$ cat config.mk
export PLATFORM = sky130hd
export DESIGN_NAME = can_io_pair_connection
export DESIGN_NICKNAME = d
export VERILOG_FILES = /design/src/verilog/can_io_pair_connection.v
export VERILOG_INCLUDE_DIRS = /design/src /design/src/verilog
export SDC_FILE = /design/constraint.sdc
export NUM_CORES = 1
export LEC_CHECK = 0
export CORE_UTILIZATION = 50
export CTS_CLUSTER_DIAMETER = 60
export DETAILED_ROUTE_END_ITERATION = 7
export DONT_BUFFER_PORTS = 1
export PLACE_DENSITY = 0.68
export SYNTH_ARGS = -nofsm -noshare
export SYNTH_HDL_FRONTEND = slang
export SYNTH_SLANG_ARGS = --single-unit
$ cat constraint.sdc
create_clock -name i_sys_clk -period 10.3 [get_ports i_sys_clk]
set_input_delay 2.06 -clock i_sys_clk [delete_from_list [all_inputs] [get_ports i_sys_clk]]
set_output_delay 2.06 -clock i_sys_clk [all_outputs]
set_load 0.1 [all_outputs]
$ cat src/verilog/can_io_pair_regs.vh
// Register offsets, frame layout, codes and timing for the pairing block
`ifndef CAN_IO_PAIR_REGS_VH
`define CAN_IO_PAIR_REGS_VH

// Avalon word addresses (byte offset / 4)
`define REG_CTRL        4'h0
`define REG_STATUS      4'h1
`define REG_COUNTS_LO   4'h2
`define REG_COUNTS_HI   4'h3
`define REG_HB_TIMEOUT  4'h4

// Control register fields
`define CTRL_GO_OP_BIT   0
`define CTRL_RESET_VAL   32'h0000_0000
`define HB_TIMEOUT_RST   16'h0000

// Extended identifier fields
`define ID_ACK_BIT      24
`define ID_FUNC_MSB     23
`define ID_FUNC_LSB     16
`define ID_NODE_MSB     15
`define ID_NODE_LSB     8
`define ID_SEL_MSB      7
`define ID_SEL_LSB      0

// Function codes and selectors
`define FC_DIO          8'h10
`define FC_ID_CHECK     8'he0
`define FC_HEARTBEAT    8'h70
`define FC_IO_TYPE      8'hf3
`define SEL_NONE        8'h00
`define SEL_DO          8'h01
`define SEL_DI          8'h02

// Baud switch
`define SW_PAIR_BIT     3
`define SW_500K_PAIR    4'hd

// Frame lengths
`define DLC_IO_TYPE     4'h6
`define DLC_PAIR_SET    4'h8
`define DLC_ONE         4'h1

// Timing: heartbeat timeout counted in milliseconds
`define CLK_HZ          40000000
`define TICK_MS         1
`define CYC_PER_MS      ((`CLK_HZ / 1000) * `TICK_MS)

`endif
$ cat src/verilog/can_io_pair_connection.v
// Command interpreter and I/O pair-connection logic of a CAN digital I/O slave
// What this block does
// - I/O-type answer carries six data bytes
// - Bytes: DO, DI, AO, AI, PWM, counter counts
// - Input ON drives paired same-numbered output ON
// - Pair mode only for switch 0x8 to 0xF
// - Setting D: 500 kbps, operational by itself
// - One-to-many and many-to-one pairing with shared IDs
// - No ID-conflict answer in pair mode
// - Heartbeat supervision off in pair mode
// - Master set and query still answered
// - Input change sends pair set, then report
// - Output node updates outputs then reports them
//
// Added by the designer: the placing of the registers and the Avalon-MM slave port.
`timescale 1ns/1ps
`default_nettype none
`include "can_io_pair_regs.vh"

module can_io_pair_connection #(
  parameter [7:0] CNT_DO   = 8'h08,
  parameter [7:0] CNT_DI   = 8'h08,
  parameter [7:0] CNT_AO   = 8'h00,
  parameter [7:0] CNT_AI   = 8'h00,
  parameter [7:0] CNT_PWM  = 8'h00,
  parameter [7:0] CNT_CNT  = 8'h00,
  parameter       MS_CYCLES = `CYC_PER_MS
) (
  input  wire        i_sys_clk,
  input  wire        i_rst,
  input  wire        i_clk_en,
  input  wire [3:0]  i_avs_address,
  input  wire        i_avs_read,
  input  wire        i_avs_write,
  input  wire [31:0] i_avs_writedata,
  output reg  [31:0] o_avs_readdata,
  output reg         o_avs_waitrequest,
  input  wire [3:0]  i_baud_switch,
  input  wire [7:0]  i_node_id,
  input  wire [7:0]  i_di,
  output reg  [7:0]  o_do,
  input  wire        i_rx_valid,
  input  wire [28:0] i_rx_id,
  input  wire        i_rx_rtr,
  input  wire [3:0]  i_rx_dlc,
  input  wire [63:0] i_rx_data,
  output reg         o_tx_valid,
  input  wire        i_tx_ready,
  output reg  [28:0] o_tx_id,
  output reg         o_tx_rtr,
  output reg  [3:0]  o_tx_dlc,
  output reg  [63:0] o_tx_data,
  output reg         o_pair_mode,
  output reg         o_baud_500k,
  output reg         o_operational,
  output reg         o_hb_lost
);

  function [28:0] mk_id;
    input       ack;
    input [7:0] func;
    input [7:0] node;
    input [7:0] sel;
    begin
      mk_id = {4'h0, ack, func, node, sel};
    end
  endfunction

  // Pin synchronisers
  reg  [7:0]  di_s1;
  reg  [7:0]  di_s2;
  reg  [7:0]  di_prev;
  reg  [3:0]  sw_s1;
  reg  [3:0]  sw_s2;
  reg  [7:0]  id_s1;
  reg  [7:0]  id_s2;
  reg  [1:0]  boot_cnt;
  reg  [7:0]  node_id;

  reg  [31:0] ctrl;
  reg  [47:0] counts;
  reg  [15:0] hb_timeout;
  reg  [15:0] hb_ms;
  reg  [31:0] ms_div;

  reg         p_iotype;
  reg         p_idc;
  reg         p_dostat;
  reg         p_pairset;
  reg         p_direport;

  wire [7:0]  rx_func = i_rx_id[`ID_FUNC_MSB:`ID_FUNC_LSB];
  wire [7:0]  rx_node = i_rx_id[`ID_NODE_MSB:`ID_NODE_LSB];
  wire [7:0]  rx_sel  = i_rx_id[`ID_SEL_MSB:`ID_SEL_LSB];
  wire        rx_cmd  = i_rx_valid && !i_rx_id[`ID_ACK_BIT];
  wire        rx_mine = rx_cmd && (rx_node == node_id);
  wire        booted  = (boot_cnt == 2'h3);
  // Input changes count only after the boot load
  wire        di_chg  = booted && (di_s2 != di_prev);
  // Next frame may load on the edge the last is taken
  wire        tx_free = !o_tx_valid || i_tx_ready;

  // Decoded commands
  // A set without a data byte is ignored
  wire set_do   = rx_mine && rx_func == `FC_DIO && rx_sel == `SEL_DO && !i_rx_rtr && i_rx_dlc != 4'h0;
  wire qry_do   = rx_mine && rx_func == `FC_DIO && rx_sel == `SEL_DO && i_rx_rtr;
  wire qry_di   = rx_mine && rx_func == `FC_DIO && rx_sel == `SEL_DI && i_rx_rtr;
  wire qry_type = rx_mine && rx_func == `FC_IO_TYPE && i_rx_rtr;
  wire qry_idc  = rx_mine && rx_func == `FC_ID_CHECK;
  wire hb_seen  = rx_cmd && rx_func == `FC_HEARTBEAT;

  // Transmit arbitration: I/O-type, ID-check and DO answers first, then pair set, then DI report or DI answer
  wire ld_iotype  = tx_free && p_iotype;
  wire ld_idc     = tx_free && !p_iotype && p_idc;
  wire ld_dostat  = tx_free && !p_iotype && !p_idc && p_dostat;
  wire ld_pairset = tx_free && !p_iotype && !p_idc && !p_dostat && p_pairset;
  wire ld_direp   = tx_free && !p_iotype && !p_idc && !p_dostat && !p_pairset
                    && p_direport;

  always @(posedge i_sys_clk or posedge i_rst) begin
    if (i_rst) begin
      di_s1 <= 8'h00;
      di_s2 <= 8'h00;
      di_prev <= 8'h00;
      sw_s1 <= 4'h0;
      sw_s2 <= 4'h0;
      id_s1 <= 8'h00;
      id_s2 <= 8'h00;
      boot_cnt <= 2'h0;
      node_id <= 8'h00;
      o_pair_mode <= 1'b0;
      o_baud_500k <= 1'b0;
    end else if (i_clk_en) begin
      di_s1 <= i_di;
      di_s2 <= di_s1;
      di_prev <= di_s2;
      sw_s1 <= i_baud_switch;
      sw_s2 <= sw_s1;
      id_s1 <= i_node_id;
      id_s2 <= id_s1;
      if (!booted) begin
        boot_cnt <= boot_cnt + 2'h1;
        node_id <= id_s2;
        o_pair_mode <= sw_s2[`SW_PAIR_BIT];
        o_baud_500k <= (sw_s2 == `SW_500K_PAIR);
      end
    end
  end

  // Pending transmit requests; a new set beats the load clear
  always @(posedge i_sys_clk or posedge i_rst) begin
    if (i_rst) begin
      p_iotype <= 1'b0;
      p_idc <= 1'b0;
      p_dostat <= 1'b0;
      p_pairset <= 1'b0;
      p_direport <= 1'b0;
    end else if (i_clk_en) begin
      p_iotype <= qry_type || (p_iotype && !ld_iotype);
      // conflict answer suppressed in pair mode
      p_idc <= (qry_idc && !o_pair_mode) || (p_idc && !ld_idc);
      p_dostat <= set_do || qry_do || (p_dostat && !ld_dostat);
      // input change queues set then report
      p_pairset <= (di_chg && o_pair_mode && o_operational)
                   || (p_pairset && !ld_pairset);
      p_direport <= qry_di || (di_chg && o_pair_mode && o_operational)
                    || (p_direport && !ld_direp);
    end
  end

  // Frame builder
  always @(posedge i_sys_clk or posedge i_rst) begin
    if (i_rst) begin
      o_tx_valid <= 1'b0;
      o_tx_id <= 29'h0000_0000;
      o_tx_rtr <= 1'b0;
      o_tx_dlc <= 4'h0;
      o_tx_data <= 64'h0000_0000_0000_0000;
    end else if (i_clk_en && tx_free) begin
      o_tx_valid <= p_iotype || p_idc || p_dostat || p_pairset || p_direport;
      o_tx_rtr <= 1'b0;
      if (ld_iotype) begin
        o_tx_id <= mk_id(1'b1, `FC_IO_TYPE, node_id, `SEL_NONE);
        o_tx_dlc <= `DLC_IO_TYPE;
        // byte 0 first, DO to counter
        o_tx_data <= {16'h0000, counts[47:40], counts[39:32], counts[31:24],
                      counts[23:16], counts[15:8], counts[7:0]};
      end else if (ld_idc) begin
        o_tx_id <= mk_id(1'b1, `FC_ID_CHECK, node_id, `SEL_NONE);
        o_tx_dlc <= `DLC_ONE;
        o_tx_data <= 64'h0000_0000_0000_0000;
      end else if (ld_dostat) begin
        o_tx_id <= mk_id(1'b1, `FC_DIO, node_id, `SEL_DO);
        o_tx_dlc <= `DLC_ONE;
        o_tx_data <= {56'h0, o_do};
      end else if (ld_pairset) begin
        // partner is own ID plus one
        o_tx_id <= mk_id(1'b0, `FC_DIO, node_id + 8'h01, `SEL_DO);
        o_tx_dlc <= `DLC_PAIR_SET;
        o_tx_data <= {56'h0, di_prev};
      end else if (ld_direp) begin
        o_tx_id <= mk_id(1'b1, `FC_DIO, node_id, `SEL_DI);
        o_tx_dlc <= `DLC_ONE;
        o_tx_data <= {56'h0, di_prev};
      end
    end
  end

  // Outputs and operational state
  always @(posedge i_sys_clk or posedge i_rst) begin
    if (i_rst) begin
      o_do <= 8'h00;
      o_operational <= 1'b0;
    end else if (i_clk_en) begin
      // only a DO set addressed to this node's ID drives these outputs
      if (set_do) begin
        o_do <= i_rx_data[7:0];
      end
      if (booted && (o_pair_mode || ctrl[`CTRL_GO_OP_BIT])) begin
        o_operational <= 1'b1;
      end
    end
  end

  // Host heartbeat supervision
  always @(posedge i_sys_clk or posedge i_rst) begin
    if (i_rst) begin
      ms_div <= 32'h0000_0000;
      hb_ms <= 16'h0000;
      o_hb_lost <= 1'b0;
    end else if (i_clk_en) begin
      // supervision held off in pair mode
      if (o_pair_mode || hb_timeout == 16'h0000 || hb_seen) begin
        ms_div <= 32'h0000_0000;
        hb_ms <= 16'h0000;
        o_hb_lost <= 1'b0;
      end else if (ms_div == MS_CYCLES - 1) begin
        ms_div <= 32'h0000_0000;
        // Lost when whole milliseconds reach the limit
        if (hb_ms + 16'h0001 >= hb_timeout) begin
          o_hb_lost <= 1'b1;
        end else begin
          hb_ms <= hb_ms + 16'h0001;
        end
      end else begin
        ms_div <= ms_div + 32'h0000_0001;
      end
    end
  end

  // Avalon-MM slave, one wait cycle per access
  always @(posedge i_sys_clk or posedge i_rst) begin
    if (i_rst) begin
      o_avs_waitrequest <= 1'b1;
      o_avs_readdata <= 32'h0000_0000;
      ctrl <= `CTRL_RESET_VAL;
      counts <= 48'h0000_0000_0000;
      hb_timeout <= `HB_TIMEOUT_RST;
    end else if (!booted && i_clk_en) begin
      // Bus held off until pins and counts settle
      counts <= {CNT_CNT, CNT_PWM, CNT_AI, CNT_AO, CNT_DI, CNT_DO};
    end else if (i_clk_en) begin
      // Wait back up after each one-cycle answer
      if (!o_avs_waitrequest) begin
        o_avs_waitrequest <= 1'b1;
      end else if (i_avs_read || i_avs_write) begin
        o_avs_waitrequest <= 1'b0;
        o_avs_readdata <= 32'h0000_0000;
        if (i_avs_write) begin
          case (i_avs_address)
            `REG_CTRL:       ctrl <= i_avs_writedata;
            `REG_COUNTS_LO:  counts[31:0] <= i_avs_writedata;
            `REG_COUNTS_HI:  counts[47:32] <= i_avs_writedata[15:0];
            `REG_HB_TIMEOUT: hb_timeout <= i_avs_writedata[15:0];
            default:         ;
          endcase
        end else begin
          case (i_avs_address)
            `REG_CTRL:       o_avs_readdata <= ctrl;
            // Mode flags, switch, inputs, outputs
            `REG_STATUS:     o_avs_readdata <= {8'h00, o_do, di_prev,
                                                sw_s2, o_hb_lost, o_baud_500k,
                                                o_operational, o_pair_mode};
            `REG_COUNTS_LO:  o_avs_readdata <= counts[31:0];
            `REG_COUNTS_HI:  o_avs_readdata <= {16'h0000, counts[47:32]};
            `REG_HB_TIMEOUT: o_avs_readdata <= {16'h0000, hb_timeout};
            default:         o_avs_readdata <= 32'h0000_0000;
          endcase
        end
      end
    end
  end

endmodule // can_io_pair_connection
`default_nettype wire

# [Yosys cells after proc, flatten, opt, wreduce, memory -nomap -nowiden]
# Index checks and enable logic that the tools add are counted.
[word_totals] ff_bits=350 inputBits=161 output_inout_bits=144 elab_cells=176
[classes] addsub=4 order_cmp=1 eq_ne=16 muxes=34 bitwise=2 n_reduce_logical=88
[ops] op="64-bit two-way mux" n=5
[ops] op="48-bit two-way mux" n=5
[ops] op="32-bit one-hot mux with 5 select lines" n=1
[ops] op="29-bit two-way mux" n=5
[ops] op="32-bit two-way mux" n=4
[ops] op="16-bit two-way mux" n=4
[ops] op="1-bit logical AND" n=34
[ops] op="32-bit by 1-bit adder with 32-bit output (second input constant)" n=1
[ops] op="32-bit by 16-bit equality test with 1-bit output (second input constant)" n=1
[ops] op="4-bit two-way mux" n=5
[ops] op="16-bit by 1-bit adder with 16-bit output (second input constant)" n=1
[ops] op="8-bit equality test (second input constant)" n=2
[ops] op="16-bit greater-or-equal comparator" n=1
[ops] op="16-bit zero test" n=1
[ops] op="1-bit logical OR" n=16
[ops] op="2-bit nonzero test" n=8
[ops] op="1-bit zero test" n=14
[ops] op="6-bit AND reduction" n=2
[ops] op="2-bit AND reduction" n=5
[ops] op="5-bit AND reduction" n=2
[ops] op="8-bit by 1-bit adder with 8-bit output (second input constant)" n=1
[ops] op="4-bit by 2-bit equality test with 1-bit output (second input constant)" n=2
[ops] op="8-bit by 1-bit equality test with 1-bit output (second input constant)" n=1
[ops] op="8-bit by 2-bit equality test with 1-bit output (second input constant)" n=1
[ops] op="other kinds (17)" n=23

# [Logic depth before layout (Yosys ltp)]
# Gate-level depths: netlist of run 1.
[depth] word_depth=12 ltp_mapped=14 mapped_depth_nobuf=12

# [Worst setup path after synthesis of run 1]
# No wires, ideal clock.
[synth_path] path_type="input -> register" from="in i_rx_valid" to="reg o_do[0]" setup_ns=0.128 t_arrival_ns=3.486 t_required_ns=10.172 path_slack_ns=6.685 stages=7 n_path_buf=1 cell_sequence="nor2b_1 > nand3_1 > nor3_1 > and4_1 > and4_1 > buf_2 > mux2_1"
[synth_via] elab_chain_cells=7
[synth_lines] element="start, declared" line_no="can_io_pair_connection.v:42" source="input wire i_rx_valid,"
[synth_lines] element="1-bit logical AND" line_no="can_io_pair_connection.v:95" source="wire rx_cmd = i_rx_valid && !i_rx_id[`ID_ACK_BIT];"
[synth_lines] element="1-bit logical AND" line_no="can_io_pair_connection.v:96" source="wire rx_mine = rx_cmd && (rx_node == node_id);"
[synth_lines] element="1-bit logical AND (no source line) (2 in a row)"
[synth_lines] element="1-bit logical AND (2 in a row)" line_no="can_io_pair_connection.v:105" source="wire set_do = rx_mine && rx_func == `FC_DIO && rx_sel == `SEL_DO && !i_rx_rtr && i_rx_dlc != 4'h0;"
[synth_lines] element="2-bit AND reduction (no source line)"
[synth_lines] element="end signal, assigned" line_no="can_io_pair_connection.v:217" source="o_do <= i_rx_data[7:0];"
[synth_lines] element="end, declared" line_no="can_io_pair_connection.v:41" source="output reg [7:0] o_do,"
# Every way passes these cells.
# A chain may end at the register's enable or synchronous reset.

# [Final worst setup path of run 1]
[layout_path] from="in i_avs_address[3]" to="reg counts[41]"
[layout_via] elab_chain_cells=3
[layout_lines] element="start, declared" line_no="can_io_pair_connection.v:32" source="input wire [3:0] i_avs_address,"
[layout_lines] element="4-bit by 2-bit equality test with 1-bit output" line_no="can_io_pair_connection.v:270" source="case (i_avs_address)"
[layout_lines] element="2-bit nonzero test (no source line)"
[layout_lines] element="5-bit AND reduction (no source line)"
[layout_lines] element="end signal, assigned" line_no="can_io_pair_connection.v:261" source="counts <= {CNT_CNT, CNT_PWM, CNT_AI, CNT_AO, CNT_DI, CNT_DO};"
[layout_lines] element="end signal, assigned" line_no="can_io_pair_connection.v:273" source="`REG_COUNTS_HI: counts[47:32] <= i_avs_writedata[15:0];"
[layout_lines] element="end, declared" line_no="can_io_pair_connection.v:81" source="reg [47:0] counts;"
# Every way passes these cells.

==> results of run 1 <==
[power breakdown]
group / internal, mW / total, mW / switching (mW)
Clock: 0.806 / 1.31 / 0.508
Combinational: 0.153 / 0.469 / 0.317
Sequential: 1.38 / 1.87 / 0.494
[flip-flops by register name, indices dropped and copies added (netlist names), 13 cells and up]
name	cells
counts	48
hb_timeout	16
o_tx_data	48
o_tx_id	13
o_avs_readdata	32
ms_div	32
ctrl	32
hb_ms	16
[Yosys cell counts (18+ instances only)]
library cell and count:
a21o_1 20, a21oi_1 86, a22o_1 19, a22oi_1 24, buf_4 37, clkbuf_1 58
dfrtp_1 316, ha_1 20, inv_1 30, mux2_2 81, nand2_1 297, nand3_1 70
nand4_1 27, nor2_1 66, nor4_1 18, o21ai_0 59, xnor2_1 27, xor2_1 33
[cells by family after synthesis]
| kind of cell | share of synthesized area [%] |
|---|---|
| AOI/OAI and AO/OA | 11.3 |
| xor gates and xnor gates | 3.55 |
| adders and majority gates | 1.69 |
| buffers and inverters | 4.93 |
| DFF | 53.6 |
| muxes | 7.93 |
| other | 0.0253 |
| and+or+nand+nor | 17.0 |
[per-stage QoR]
stage | power [mW] | cells
after floorplan | 2.23 | 1483
after global placement | 2.34 | 1766
after detailed placement | 2.36 | 1766
after CTS | 3.68 | 1828
after global routing | 3.80 | 1828
final | 3.66 | 1829
[how the worst min path moves through the flow]
stage | from | end | cells after the start
after global routing | id_s2[6]$_DFFE_PP0P_ | node_id[6]$_DFFE_PP0P_ | 2
after floorplan | id_s2[0]$_DFFE_PP0P_ | node_id[0]$_DFFE_PP0P_ | 2
final | id_s2[6]$_DFFE_PP0P_ | node_id[6]$_DFFE_PP0P_ | 2
after detailed placement | id_s2[0]$_DFFE_PP0P_ | node_id[0]$_DFFE_PP0P_ | 2
after CTS | id_s2[1]$_DFFE_PP0P_ | node_id[1]$_DFFE_PP0P_ | 2
after global placement | id_s2[1]$_DFFE_PP0P_ | node_id[1]$_DFFE_PP0P_ | 2
[cell type report]
class,count,area [um^2]
inverter,30,116
clock inverter,16,230
multi-input combinational,1016,6280
timing repair buffer,19,143
clock buffer,46,988
sequential,317,7940
antenna,1,2.50
tap,384,480
fill,2474,12800
[per-layer routing]
layer | wire length, um | track usage [%] | share of wire, %
met4 | 1160 | 8.99 | 3.1
met1 | 15400 | 32.5 | 40
met2 | 18400 | 41.3 | 48
met5 | 41 | 0 | 0.11
met3 | 3090 | 5.93 | 8.1
[worst max-delay path, stage by stage]
cell and delay (ps):
nor2_1 220, and3_1 790, nand4_1 870, nand2_1 300
a21oi_1 90
==> impl_results.md, run 1 <==
* Crit-path max FO at 18
* Sequential share of the synthesized area at 53.6%
* Most common cell after layout, fill and taps aside: dfrtp_1
* FF-to-FF setup slack at approximately 6600 ps
* Fin. Hold Viols at 0
* Clock latency on the worst-skew pair at around 530 ps
* Worst setup SP type: primary input
* Die area at a little over 0.03 mm^2
* Initial core utilization at 51.2%
* Post-DRT Antenna Nets at 0
* Post-CTS Hold Buffers at 0
* Critical path launch point: i_avs_address[3]
* CTS tree: done
* CTS resizes at 0
* Post-synth EDFFs at 0
* FF-to-FF path depth at 12
* Drt first pass iters at 8
* Core box area at about 0.029 mm^2
* Clock Skew at 30.1 ps
* Layout cell share with drive strength beyond 1 at roughly 13%
* Worst setup endpoint: counts[41]$_DFFE_PP0P_
* FP Rows at 62
* Status: finished with violations
* Yosys reg bits at around 320
* Worst Setup End Kind: flip-flop
* Max-cap viol count at 0
* Remaining global-route overflow at 0
* Post-synth cell types at 63
* Port bufs at 0
* RSZ-0062 raised after global routing: no
* Commonest cells after routing, fill and taps aside: dfrtp_1 (313), nand2_1 (297), a21oi_1 (85)
* Dpl hpwl at 26.4 mm
* Number of vias per cell at 5.94
* Clock buffer count from CTS at 36
* Worst slack, placed at 5880 ps
* Failing checks: DRC
* Via Count at between 10000 and 15000
* First-pass GRT wire length at 59.9 mm
* Min Hold Slack at 462 ps
* Setup-failing EPs final at 0
* Area after DPL at 0.0150 mm^2
* Vias in the first global route at 10600
* P_leak at 7.59 nW
* Relative slew slack at 23.9%
* Die Width at 174 um
* Setup ws final at 6330 ps
* Slew of the pin with the lowest slew margin at 1140 ps
* PwrDens at between 200 and 250 mW/mm^2
* Yosys top cell by area: dfrtp_1
* CTS sink count at about 320
* 1st-iter DRT viols at 1021
* Worst-path clk slew at roughly 60 ps
* Ys async rst share at 100%
* End of the worst register-to-register path: hb_ms[4]$_DFFE_PP0P_
* DR WL/cell at 20.8 um
* Initial antenna violation count at 4
* Die Ht at 174 um
* Max VDD drop at 0.126 mV
* Hold crit path type: reg2reg
* Top FF cell, synth: dfrtp_1
* Warnings from Yosys at 0
* Post-synthesis cell count at ~1500
* Final core utilization at 55.9%
* Pins Over Slew Limit at 0
* H-tree depth at 2
* Fin crit period at 3970 ps
* Total GRT Usage at around 25%
* Setup Buffers After CTS at 0
* Maximum clock rate at 252 MHz
* Reg2Reg Launch Point: hb_ms[0]$_DFFE_PP0P_
* Nets at 1601
* Post-synth top area share at a little over half
* Final TNS setup at 0 ps
* Routed WL at 38.0 mm
* Routability congestion estimate at 0.874
* Post-Layout Inst Area at 0.0162 mm^2
* Crit path arrival time at 4350 ps
* Req. time, crit path at 10670 ps
* Io pins at around 310
* Syn avg cell area at a little over 10 um^2
* Residual DRC count at 1
* Clock Path Buffers at 3
* Fin crit share at roughly two fifths
* Synthesized cell area at 0.0148 mm^2
* Area grow syn2layout at 9.33%
* Setup CP Type: in2reg
* Largest net degree at the start of global routing at 85
* Root Buffer: clkbuf_16
* Area contributors post-synth: dfrtp_1 (53%), nand2_1 (7.5%), mux2_2 (6.2%)
Power figures use the tool's default switching activity.
==> run 2, diff against run 1 <==
- PLACE_DENSITY: 0.68 -> default
- clock period: 10.3 -> 3.7 ns (I/O delays scaled with it)
==> impl_results.md, run 2 (synthesized netlist as in run 1, its figures left out) <==
* Nets at 1618 (was 1601)
* Drt first pass iters at 7 (was 8)
* H-tree depth at 2 (unchanged)
* Setup CP Type: reg2reg (was in2reg)
* Dpl hpwl at 27.4 mm (was 26.4 mm)
* RSZ-0062 raised after global routing: no (unchanged)
* Relative slew slack at 19.7% (was 23.9%)
* Largest regs: counts: 48 flops, o_tx_data: 48 flops (unchanged)
* Bufs and invs on worst path at 0 (unchanged)
* Fin crit share at 92.3%
* P_leak at 7.67 nW (was 7.59 nW)
* Req. time, crit path at 4090 ps (was 10670 ps)
* Clock Path Buffers at 3 (unchanged)
* Logic pwr share at 14.0% (was 12.8%)
* Internal at 6.40 mW (was 2.34 mW)
* Fin crit period at 3420 ps
* Worst Setup End Kind: flip-flop (unchanged)
* Layout cell share with drive strength beyond 1 at 13.2% (was 12.5%)
* Setup-failing EPs final at 0 (unchanged)
* FP Rows at 62 (unchanged)
* Die Ht at 174 um (unchanged)
* Reg2Reg Launch Point: hb_ms[0]$_DFFE_PP0P_ (unchanged)
* Initial antenna violation count at 0 (was 4)
* Worst setup SP type: flip-flop (was primary input)
* Clock latency on the worst-skew pair at 530 ps (about the same)
* Switch share at 36.5% (was 36.1%)
* Clock Skew at 26.1 ps (was 30.1 ps)
* Cell Count Post-Placement at 1783 (was 1766)
* Total GRT Usage at 26.2% (was 25.2%)
* Core box area at 0.0289 mm^2 (unchanged)
* Flop pwr share at 51.5% (was 51.2%)
* CTS sink count at 317 (unchanged)
* Hold crit path type: in2async (was reg2reg)
* 1st-iter DRT viols at 905 (was 1021)
* ANT cells at 0 (was 1)
* Crit path max-delay family: compound AO/OA/AOI/OAI gates (was simple AND/OR/NAND/NOR gates)
* Routed WL at 39.1 mm (was 38.0 mm)
* Post-CTS Hold Buffers at 0 (unchanged)
* Worst-path clk slew at 60 ps (about the same)
* Remaining global-route overflow at 0 (unchanged)
* Residual DRC count at 0 (was 1)
* Slew of the pin with the lowest slew margin at 1200 ps (was 1140 ps)
* Io pins at 305 (unchanged)
* Fillers at 2544 (was 2474)
* Clock Power Share at 34.5% (was 36.0%)
* Root Buffer: clkbuf_16 (unchanged)
* Vias in the first global route at 10700 (was 10600)
* PwrDens at 617 mW/mm^2 (was 226 mW/mm^2)
* First-pass GRT wire length at 61.8 mm (was 59.9 mm)
* Pins Over Slew Limit at 0 (unchanged)
* Most common cell after layout, fill and taps aside: dfrtp_1 (unchanged)
* Crit path max-delay cell type: dfrtp_1 (was nand4_1)
* FF-to-FF path depth at 12 (unchanged)
* CTS tree: done (unchanged)
* Max VDD drop at 0.350 mV (was 0.126 mV)
* FF-to-FF setup slack at 280 ps (was 6590 ps)
* Post-route insts no fill at 1844 (was 1829)
* End of the worst register-to-register path: hb_ms[3]$_DFFE_PP0P_ (was hb_ms[4]$_DFFE_PP0P_)
* Initial core utilization at 51.2% (unchanged)
* Fin. Hold Viols at 0 (unchanged)
* Routability congestion estimate at 0.838 (was 0.874)
* CP max stage delay at 430 ps (was 870 ps)
* Commonest cells after routing, fill and taps aside: dfrtp_1 (313), nand2_1 (297), a21oi_1 (85) (unchanged)
* Area grow syn2layout at 10.2% (was 9.33%)
* Number of vias per cell at 5.86 (was 5.94)
* Status: completed (was finished with violations)
* Max-cap viol count at 0 (unchanged)
* Die area at 0.0303 mm^2 (unchanged)
* Crit path cell chain: ha_1 -> nand4_1 -> nor2_2 -> nand3_1 -> xnor2_1 -> ha_1 -> nand4_1 -> nor4_2 -> a311oi_4 -> nand3_2 -> a21o_1 -> a22o_1 (was nor2_1 -> and3_1 -> nand4_1 -> nand2_1 -> a21oi_1)
* Final TNS setup at 0 ps (unchanged)
* Via Count at 10800 (was 10900)
* Clock buffer count from CTS at 36 (unchanged)
* Crit path arrival time at 3810 ps (was 4350 ps)
* Crit-path max FO at 12 (was 18)
* Die Width at 174 um (unchanged)
* Post-DRT Antenna Nets at 0 (unchanged)
* Port bufs at 0 (unchanged)
* Maximum clock rate at 293 MHz
* Largest net degree at the start of global routing at 85 (unchanged)
* Sw Pwr at 3.67 mW (was 1.32 mW)
* DR WL/cell at 21.2 um (was 20.8 um)
-- run 2: layer usage --
layer  vias up  global-route usage, %  wire length, um
li1       4991                      -                -
met1      5377                   34.1            16400
met2       364                   42.8            18600
met3        80                   5.71             2800
met4         0                   10.2             1350
met5         -                      0                0
-- run 2: worst max-delay path by stage --
stage,startpoint,endpoint,slack [ps],depth (start not counted)
global placement,hb_ms[0]$_DFFE_PP0P_,hb_ms[3]$_DFFE_PP0P_,240,12
detailed placement,hb_ms[0]$_DFFE_PP0P_,hb_ms[3]$_DFFE_PP0P_,210,12
global route,hb_ms[0]$_DFFE_PP0P_,hb_ms[4]$_DFFE_PP0P_,50,12
floorplan,i_rst,boot_cnt[0]$_DFFE_PP0P_,-1260,1
CTS,hb_ms[0]$_DFFE_PP0P_,hb_ms[3]$_DFFE_PP0P_,190,12
finish,hb_ms[0]$_DFFE_PP0P_,hb_ms[3]$_DFFE_PP0P_,280,12
-- run 2: timing repair --
action                     4_1_cts  5_1_grt
setup buffers                    0        0
gates resized for setup          0        1
setup endpoints to repair        0       10
-- run 2: area by class of cell --
cell class / count / area, um^2 / share of cell area [%]
clock buffers: 53 / 1050 / 6.41
multi-input cells: 1016 / 6280 / 38.5
well taps: 384 / 480 / 2.95
flip-flops and latches: 317 / 7940 / 48.7
inverters: 30 / 116 / 0.713
clock inverters: 8 / 97.6 / 0.598
repair buffers: 36 / 345 / 2.12
-- run 2: worst register-to-register path, cell delays in order (launching register included) --
cell      delay (ps)
dfrtp_1          430
ha_1             280
nand4_1          200
nor2_2           250
nand3_1          120
xnor2_1          240
ha_1             280
nand4_1          200
nor4_2           100
a311oi_4         400
nand3_2          160
a21o_1           360
a22o_1           300
-- run 2: through the flow --
stage	power, mW	hold WS [ps]	instance area, um^2	utilization, %	worst slack [ps]
after global routing	10.5	172	16300	56.4	53.6
after floorplan	6.20	435	14900	-	-1260
after detailed placement	6.66	451	15200	52.4	214
after CTS	10.2	141	16300	56.4	185
after global placement	6.61	445	15200	52.4	237
final	10.1	142	16300	56.4	285
-- run 2: power groups by stage --
stage,clock [mW],combinational (mW),sequential [mW]
2_1_floorplan,0,1.05,5.16
4_1_cts,3.55,1.42,5.18
5_1_grt,3.67,1.57,5.23
6_report,3.47,1.41,5.19
3_3_place_gp,0,1.38,5.23
3_5_place_dp,0,1.42,5.24
